### src/hdl/srb_pkg.sv
// Purpose: shared constants and carriers for the segment register bridge
// Assumes: 64-bit registers numbered [63:0]; architectural bit k is [63-k]
// Notes: positions below are vector indices, not architectural numbers
`default_nettype none

package srb_pkg;

	// ----------------------------------------------------------------
	// sizes
	// ----------------------------------------------------------------
	localparam int NUM_ENTRIES = 16;
	localparam int IDX_W = 4;
	localparam int GPR_W = 64;
	localparam int VIRTUAL_SEGMENT_ID_W = 52;
	localparam int VIRTUAL_SEGMENT_ID_HI_W = 25;
	localparam int VIRTUAL_SEGMENT_ID_LO_W = 27;

	// ----------------------------------------------------------------
	// gpr field positions
	// ----------------------------------------------------------------
	// index_gpr bits 32-35
	localparam int IDX_HI = 31;
	localparam int IDX_LO = 28;
	// supervisor_key / problem_key, bits 33-34
	localparam int KEY_HI = 30;
	localparam int KEY_LO = 29;
	// no-execute pair, bits 35-36
	localparam int NX_HI = 28;
	localparam int NX_LO = 27;
	// low virtual_segment_id, bits 37-63
	localparam int VLO_HI = 26;
	localparam int VLO_LO = 0;
	// high virtual_segment_id in a read result, bits 7-31
	localparam int VHI_HI = 56;
	localparam int VHI_LO = 32;
	// forced-zero field of a read result, bits 0-6
	localparam int ZERO_HI = 63;
	localparam int ZERO_LO = 57;

	// ----------------------------------------------------------------
	// carriers
	// ----------------------------------------------------------------
	typedef enum logic [1:0] {
		SRB_WRITE_DIRECT,
		SRB_WRITE_INDIRECT,
		SRB_READ_DIRECT,
		SRB_READ_INDIRECT
	} srb_op_t;

	typedef struct packed {
		logic valid;
		srb_op_t op;
		logic [IDX_W-1:0] segment_index_field;
		logic [GPR_W-1:0] index_gpr;
		logic [GPR_W-1:0] source_gpr;
		logic supervisor;
	} srb_req_t;

	typedef struct packed {
		logic valid;
		logic by_bridge;
		logic stale;
		logic [1:0] keys;
		logic [1:0] no_exec;
		logic [VIRTUAL_SEGMENT_ID_W-1:0] virtual_segment_id;
	} srb_entry_t;

	typedef struct packed {
		logic valid;
		logic [IDX_W-1:0] index;
		logic [1:0] keys;
		logic [1:0] no_exec;
		logic [VIRTUAL_SEGMENT_ID_W-1:0] virtual_segment_id;
	} srb_reload_t;

	typedef struct packed {
		logic done;
		logic defined;
		logic [GPR_W-1:0] data;
	} srb_resp_t;

endpackage : srb_pkg

`default_nettype wire

### src/hdl/srb_bridge.sv
// Purpose: legacy segment-register instructions onto 16 fixed lookaside
//          entries of the segment_lookaside_buffer
// Assumes: one request per cycle, answered one cycle later
// Notes: reload port models segment-table hardware refill of an entry
//
// What this block does
// (RULE1) all four instructions enabled together only
// (RULE2) unsupported bridge raises illegal-instruction exception
// (RULE3) needs segment-table enable bit implemented
// (RULE4) sixteen entries act as segment registers
// (RULE5) write takes 32 bits, read returns 64
// (RULE6) indirect read indexes by index_gpr bits 32-35
// (RULE7) read packs virtual_segment_id, keys, no-execute fields
// (RULE8) read result bits 0-6 are zero
// (RULE9) entry not bridge-written reads undefined
// (RULE10) enable set after write makes read undefined
// (RULE11) writes update replacement history like reloads
// (RULE12) supervisor state only
// (RULE13) page table formats left untouched
// (RULE14) boot software clears mode, enable, entries
// (RULE15) software changes only low machine-state half
// (RULE16) software keeps segment-table enable at zero
// (RULE17) software keeps segments 0-15 mapped
// (RULE18) software never issues lookaside invalidates
// (RULE19) software keeps addresses in 32-bit range
// (RULE20) software keeps entry segment ids unique
// (RULE21) write sets valid, keys, no-execute, low virtual_segment_id
// (RULE22) indirect write indexes by index_gpr bits 32-35
// (RULE23) direct forms use four-bit instruction field
`default_nettype none

module srb_bridge #(
	parameter bit BRIDGE_SUPPORTED = 1'b1,
	parameter bit STE_ENABLE_IMPL = 1'b1
) (
	// clock, reset, enable
	input wire logic clk,
	input wire logic rst_n,
	input wire logic ce,
	// instruction request
	input wire srb_pkg::srb_req_t req,
	// segment_table_base_register enable bit
	input wire logic segment_table_enable,
	// hardware refill from the segment table
	input wire srb_pkg::srb_reload_t reload,
	// answers
	output srb_pkg::srb_resp_t resp,
	output logic illegal_exc,
	output logic priv_exc,
	output logic [srb_pkg::IDX_W-1:0] replace_victim
);

	// ----------------------------------------------------------------
	// decode
	// ----------------------------------------------------------------
	function automatic logic is_write(input srb_pkg::srb_op_t op);
		return op == srb_pkg::SRB_WRITE_DIRECT ||
			op == srb_pkg::SRB_WRITE_INDIRECT;
	endfunction : is_write

	function automatic logic [srb_pkg::IDX_W-1:0] pick_index(
		input srb_pkg::srb_req_t r);
		logic indirect;
		indirect = r.op == srb_pkg::SRB_WRITE_INDIRECT ||
			r.op == srb_pkg::SRB_READ_INDIRECT;
		if (indirect) begin
			return r.index_gpr[srb_pkg::IDX_HI:srb_pkg::IDX_LO]; // [RULE6] [RULE22]
		end
		return r.segment_index_field; // [RULE23]
	endfunction : pick_index

	logic accept;
	logic bridge_ok;
	logic legal;
	logic wr;
	logic rd;
	logic [srb_pkg::IDX_W-1:0] sel_idx;
	srb_pkg::srb_entry_t sel_entry;

	// one switch governs all four forms, so no subset can exist
	assign bridge_ok = BRIDGE_SUPPORTED && STE_ENABLE_IMPL; // [RULE1] [RULE3]
	assign accept = ce && req.valid;
	assign legal = accept && bridge_ok && req.supervisor; // [RULE12]
	assign wr = legal && is_write(req.op);
	assign rd = legal && !is_write(req.op);
	assign sel_idx = pick_index(req);

	// ----------------------------------------------------------------
	// entries
	// ----------------------------------------------------------------
	// only segment descriptors live here; page table formats never pass
	srb_pkg::srb_entry_t entries [srb_pkg::NUM_ENTRIES]; // [RULE4] [RULE13]

	assign sel_entry = entries[sel_idx];

	always_ff @(posedge clk) begin
		if (!rst_n) begin
			for (int i = 0; i < srb_pkg::NUM_ENTRIES; i++) begin
				entries[i] <= '0;
			end
		end else if (ce) begin
			for (int i = 0; i < srb_pkg::NUM_ENTRIES; i++) begin
				if (wr && sel_idx == i[srb_pkg::IDX_W-1:0]) begin
					// only source bits 32-63 are used
					entries[i].valid <= 1'b1; // [RULE21] [RULE5]
					entries[i].by_bridge <= 1'b1;
					entries[i].stale <= segment_table_enable;
					entries[i].keys <=
						req.source_gpr[srb_pkg::KEY_HI:srb_pkg::KEY_LO]; // [RULE21]
					entries[i].no_exec <=
						req.source_gpr[srb_pkg::NX_HI:srb_pkg::NX_LO]; // [RULE21]
					entries[i].virtual_segment_id <= {
						{srb_pkg::VIRTUAL_SEGMENT_ID_HI_W{1'b0}},
						req.source_gpr[srb_pkg::VLO_HI:srb_pkg::VLO_LO]}; // [RULE21]
				end else if (reload.valid &&
					reload.index == i[srb_pkg::IDX_W-1:0]) begin
					entries[i].valid <= 1'b1;
					entries[i].by_bridge <= 1'b0;
					entries[i].stale <= 1'b0;
					entries[i].keys <= reload.keys;
					entries[i].no_exec <= reload.no_exec;
					entries[i].virtual_segment_id <= reload.virtual_segment_id;
				end else if (segment_table_enable) begin
					// hardware may have refilled it meanwhile
					entries[i].stale <= 1'b1; // [RULE10]
				end
			end
		end
	end

	// ----------------------------------------------------------------
	// read answer
	// ----------------------------------------------------------------
	always_ff @(posedge clk) begin
		if (!rst_n) begin
			resp <= '0;
		end else if (ce) begin
			resp.done <= rd;
			resp.defined <= rd && sel_entry.valid &&
				sel_entry.by_bridge && !sel_entry.stale; // [RULE9] [RULE10]
			if (rd) begin
				resp.data <= '0; // [RULE8]
				resp.data[srb_pkg::VHI_HI:srb_pkg::VHI_LO] <=
					sel_entry.virtual_segment_id[
						srb_pkg::VIRTUAL_SEGMENT_ID_W-1:srb_pkg::VIRTUAL_SEGMENT_ID_LO_W]; // [RULE7]
				resp.data[srb_pkg::KEY_HI:srb_pkg::KEY_LO] <= sel_entry.keys; // [RULE7]
				resp.data[srb_pkg::NX_HI:srb_pkg::NX_LO] <= sel_entry.no_exec; // [RULE7]
				resp.data[srb_pkg::VLO_HI:srb_pkg::VLO_LO] <=
					sel_entry.virtual_segment_id[srb_pkg::VIRTUAL_SEGMENT_ID_LO_W-1:0]; // [RULE7]
			end
		end
	end

	// ----------------------------------------------------------------
	// exceptions
	// ----------------------------------------------------------------
	always_ff @(posedge clk) begin
		if (!rst_n) begin
			illegal_exc <= 1'b0;
			priv_exc <= 1'b0;
		end else if (ce) begin
			illegal_exc <= req.valid && !bridge_ok; // [RULE2] [RULE3]
			priv_exc <= req.valid && bridge_ok && !req.supervisor; // [RULE12]
		end
	end

	// ----------------------------------------------------------------
	// replacement history
	// ----------------------------------------------------------------
	// clock-style pseudo-lru: cheap, and exact lru is not promised
	logic [srb_pkg::NUM_ENTRIES-1:0] ref_bits;
	logic [srb_pkg::NUM_ENTRIES-1:0] touch_vec;
	logic touch_en;

	assign touch_en = wr || reload.valid; // [RULE11]

	always_comb begin
		touch_vec = '0;
		// a write and a reload in one cycle both count as touches
		if (wr) begin
			touch_vec[sel_idx] = 1'b1; // [RULE11]
		end
		if (reload.valid) begin
			touch_vec[reload.index] = 1'b1;
		end
	end

	always_ff @(posedge clk) begin
		if (!rst_n) begin
			ref_bits <= '0;
		end else if (ce && touch_en) begin
			if ((ref_bits | touch_vec) == '1) begin
				ref_bits <= touch_vec;
			end else begin
				ref_bits <= ref_bits | touch_vec;
			end
		end
	end

	always_ff @(posedge clk) begin
		if (!rst_n) begin
			replace_victim <= '0;
		end else if (ce) begin
			replace_victim <= '0;
			for (int i = srb_pkg::NUM_ENTRIES - 1; i >= 0; i--) begin
				if (!ref_bits[i]) begin
					replace_victim <= i[srb_pkg::IDX_W-1:0];
				end
			end
		end
	end

	// ----------------------------------------------------------------
	// assertions
	// ----------------------------------------------------------------
	logic [srb_pkg::IDX_W-1:0] last_sel;
	logic [srb_pkg::GPR_W-1:0] last_src;

	always_ff @(posedge clk) begin
		if (ce) begin
			last_sel <= sel_idx;
			last_src <= req.source_gpr;
		end
	end
endmodule : srb_bridge

`default_nettype wire

### config.mk
export PLATFORM = sky130hd
export DESIGN_NAME = srb_bridge
export DESIGN_NICKNAME = d
export VERILOG_FILES = /design/src/hdl/srb_pkg.sv /design/src/hdl/srb_bridge.sv
export SDC_FILE = /design/constraint.sdc
export NUM_CORES = 2
export LEC_CHECK = 0
export ABC_AREA = 1
export BUFFER_PORTS_ARGS = -buffer_cell sky130_fd_sc_hd__buf_2
export CAP_MARGIN = 20
export CORE_MARGIN = 1
export CORE_UTILIZATION = 50
export CTS_BUF_LIST = sky130_fd_sc_hd__clkbuf_8 sky130_fd_sc_hd__clkbuf_16
export CTS_CLUSTER_DIAMETER = 150
export DETAILED_ROUTE_END_ITERATION = 12
export PLACE_DENSITY = 0.66
export SLEW_MARGIN = 10
export SYNTH_ARGS = -nofsm -noshare
export SYNTH_HDL_FRONTEND = slang
export SYNTH_SLANG_ARGS = --single-unit
### constraint.sdc
create_clock -name clk -period 12.45 [get_ports clk]
set_input_delay 3.735 -clock clk [delete_from_list [all_inputs] [get_ports clk]]
set_output_delay 3.735 -clock clk [all_outputs]
set_load 0.02 [all_outputs]
==> run_results.csv <==
group,metric,value,unit
layout,drive_gt1_frac,0.1154,
placement,io_buffers,170,
clock_network,cts_sinks,1023,
global_routing,grt_usage,0.3291,
floorplan,die-area,89590,um^2
global_routing,antenna_found_initial,7,
layout,nets,3985,
floorplan,die_h,299.3,um
synthesis,yosysWarnings,0,
floorplan,start_util,0.5071,
global_routing,grt_pass1_wl,215.5,mm
critical_path,cpPeakStageDelay,0.84,ns
placement,postPlaceCellArea,45700,um^2
critical_path,cp_slowest_cell,"buf_4",
critical_path,start_kind,"primary input",
clock_network,tritoncts,"yes",
critical_path,endpoint_kind,"flip-flop",
sta,max_freq,139.8,MHz
route,first_pass_iters,6,
synthesis,yosysSeqAreaShare,0.6751,
floorplan,floorplan.rows,108,
synthesis,ys.flop_type,"edfxtp_1",
route,wl_per_cell,30.02,um
sta,tns,0,ns
sta,finalSetupViolCount,0,
sta,hold_violations,0,
critical_path,arrival,7.45,ns
sta,rsz0062_at_grt,"no",
clock_network,root_buffer,"clkbuf_16",
global_routing,grt_pass1_vias,32371,
power,p_per_area,158.0,nW/um^2
sta,slew_headroom,0.1848,
layout,finish.instance_area,49240,um^2
sta,min_period_over_period,0.5746,
sta,slew_violations,0,
layout,area_delta_synth_final,11.41,%
clock_network,htree_levels,3,
power,total_power,7781,uW
layout,mostFrequentLayoutCell,"edfxtp_1",
flow_run,drv_cap,0,
critical_path,cp_cell_sequence,"buf_2, o21ai_1, nor2_2, inv_2, buf_4, nor2_1, nor2_1, inv_1, nand2_1, nand2_4, buf_4",
layout,finish.utilization,0.5650,
route,via_count,34169,
synthesis,synth_edf_count,935,
sta,fin_skew,0.03433,ns
synthesis,mappedNetlistArea,44200,um^2
route,post-route-drc-count,0,
global_routing,grt_max_degree,161,
synthesis,syn_inst,3830,
synthesis,ys_types,30,
clock_network,clock_path_buffers,3,
synthesis,async_flop_share,0,
power,p_leak,0.01734,uW
sta,fin_crit,7.154,ns
placement,pre_cts_ws,4.763,ns
layout,mostFrequentLayoutCells,"edfxtp_1 (935), nor2_1 (503), a22oi_1 (449)",
critical_path,criticalPathCategory,"primary input to flip-flop",
clock_network,ctsResizeCount,0,
outcome,status,"complete, no violations",
clock_network,insertion_delay,0.69,ns
sta,worst_pin_slew,1.223,ns
clock_network,post_cts_buffers,0,
global_routing,grt_overflow,0,
power,vdd.ir_drop.worst,105.1,uV
sta,finalWorstSetupSlack,5.296,ns
placement,dp_hpwl,74.24,mm
placement,gp_congestion,0.9363,
route,wl,151.0,mm
clock_network,ctsHoldBuffers,0,
layout,fill_cells,7241,
floorplan,pin_count,273,
route,vias_per_cell,6.790,
hold_path,hold_class,"flip-flop to flip-flop",
floorplan,core_area,87160,um^2
route,detail-route-antenna-nets,0,
critical_path,crit_required,12.74,ns
floorplan,die_x,299.3,um
critical_path,crit_fanout,49,
synthesis,avgSynthCellArea,11.54,um^2
route,drtIter0Drc,5231,
clock_network,cts_made_buffers,103,
clock_network,clkTransAtPathRegs,0.06,ns
synthesis,synth_seq_cells,1023,
==> critical path, delay by kind of cell <==
family | cells | cell delay [ns]
buffers and inverters | 5 | 1.70
AND/OR/NAND/NOR | 5 | 1.32
AO/OA/AOI/OAI | 1 | 0.60
==> worst paths after layout <==
| check | cells past startpoint | slack (ns) | endpoint | from |
|---|---|---|---|---|
| worst max-delay path | 11 | 5.30 | entries[5][40] | req[133] |
| worst min-delay path | 2 | 0.46 | entries[0][58] | entries[0][58] |
| worst max register to register | 6 | 10.69 | resp[64] | entries[12][57] |
| worst min register to register | 2 | 0.46 | entries[0][58] | entries[0][58] |
==> cells by family after synthesis <==
logic type             count (synthesis)  share of synthesized area
other                                  1                 0.00008484
AND/OR/NAND/NOR                      857                    0.07654
buffers and inverters                568                    0.05112
flip-flops                          1023                     0.6751
AO/OA/AOI/OAI                       1381                     0.1972
==> final cells by class <==
cell class | instances | area (um^2) | share of cell area
clock buffer | 123 | 2898 | 0.05885
inverter | 172 | 660.6 | 0.01342
sequential | 1023 | 29840 | 0.6060
tap | 1155 | 1445 | 0.02935
timing repair buffer | 237 | 1508 | 0.03062
multi-input combinational | 2247 | 12400 | 0.2519
clock inverter | 72 | 479.2 | 0.009732
antenna | 3 | 7.507 | 0.0001525
==> metal layers <==
| metal | part of all wire | GRT usage | routed length (um) |
|---|---|---|---|
| met1 | 0.37 | 0.4500 | 55610 |
| met2 | 0.45 | 0.5091 | 68170 |
| met3 | 0.13 | 0.07364 | 20360 |
| met4 | 0.045 | 0.1378 | 6841 |
| met5 | 0.00044 | 0 | 66 |
==> synthesized netlist by cell type (4+ instances only) <==
library cell / n / area share
edfxtp_1: 935 / 0.64
nor2_1: 506 / 0.043
a22oi_1: 449 / 0.076
o22ai_1: 423 / 0.060
a21oi_1: 338 / 0.038
clkbuf_1: 264 / 0.022
nand2_1: 245 / 0.021
inv_1: 160 / 0.014
o21ai_0: 110 / 0.012
dfxtp_1: 88 / 0.040
buf_2: 72 / 0.0082
a211oi_1: 54 / 0.0092
nor3_1: 52 / 0.0059
buf_1: 50 / 0.0042
nand3_1: 37 / 0.0042
buf_4: 10 / 0.0017
inv_2: 9 / 0.00076
nor2_2: 5 / 0.00071
nand4_1: 4 / 0.00057
==> state kept, by name (all words and copies together), names as in the netlist <==
name,flops
entries,944
priv_exc,1
ref_bits,16
replace_victim,4
resp,58
==> power by group <==
group / leakage (uW) / internal, uW / switching (uW)
logic: 0.00593 / 162 / 504
registers: 0.00965 / 3960 / 58.4
clock network: 0.00175 / 1770 / 1330
total: 0.0173 / 5890 / 1890
==> metrics by stage <==
step / instances / hold WS (ns)
after floorplan: 3838 / 0.4227
after global placement: 4826 / 0.4367
final: 5032 / 0.4553
after detailed placement: 4827 / 0.4420
after CTS: 5022 / 0.4541
after global routing: 5029 / 0.4664
(Power assumes the default switching activity.)
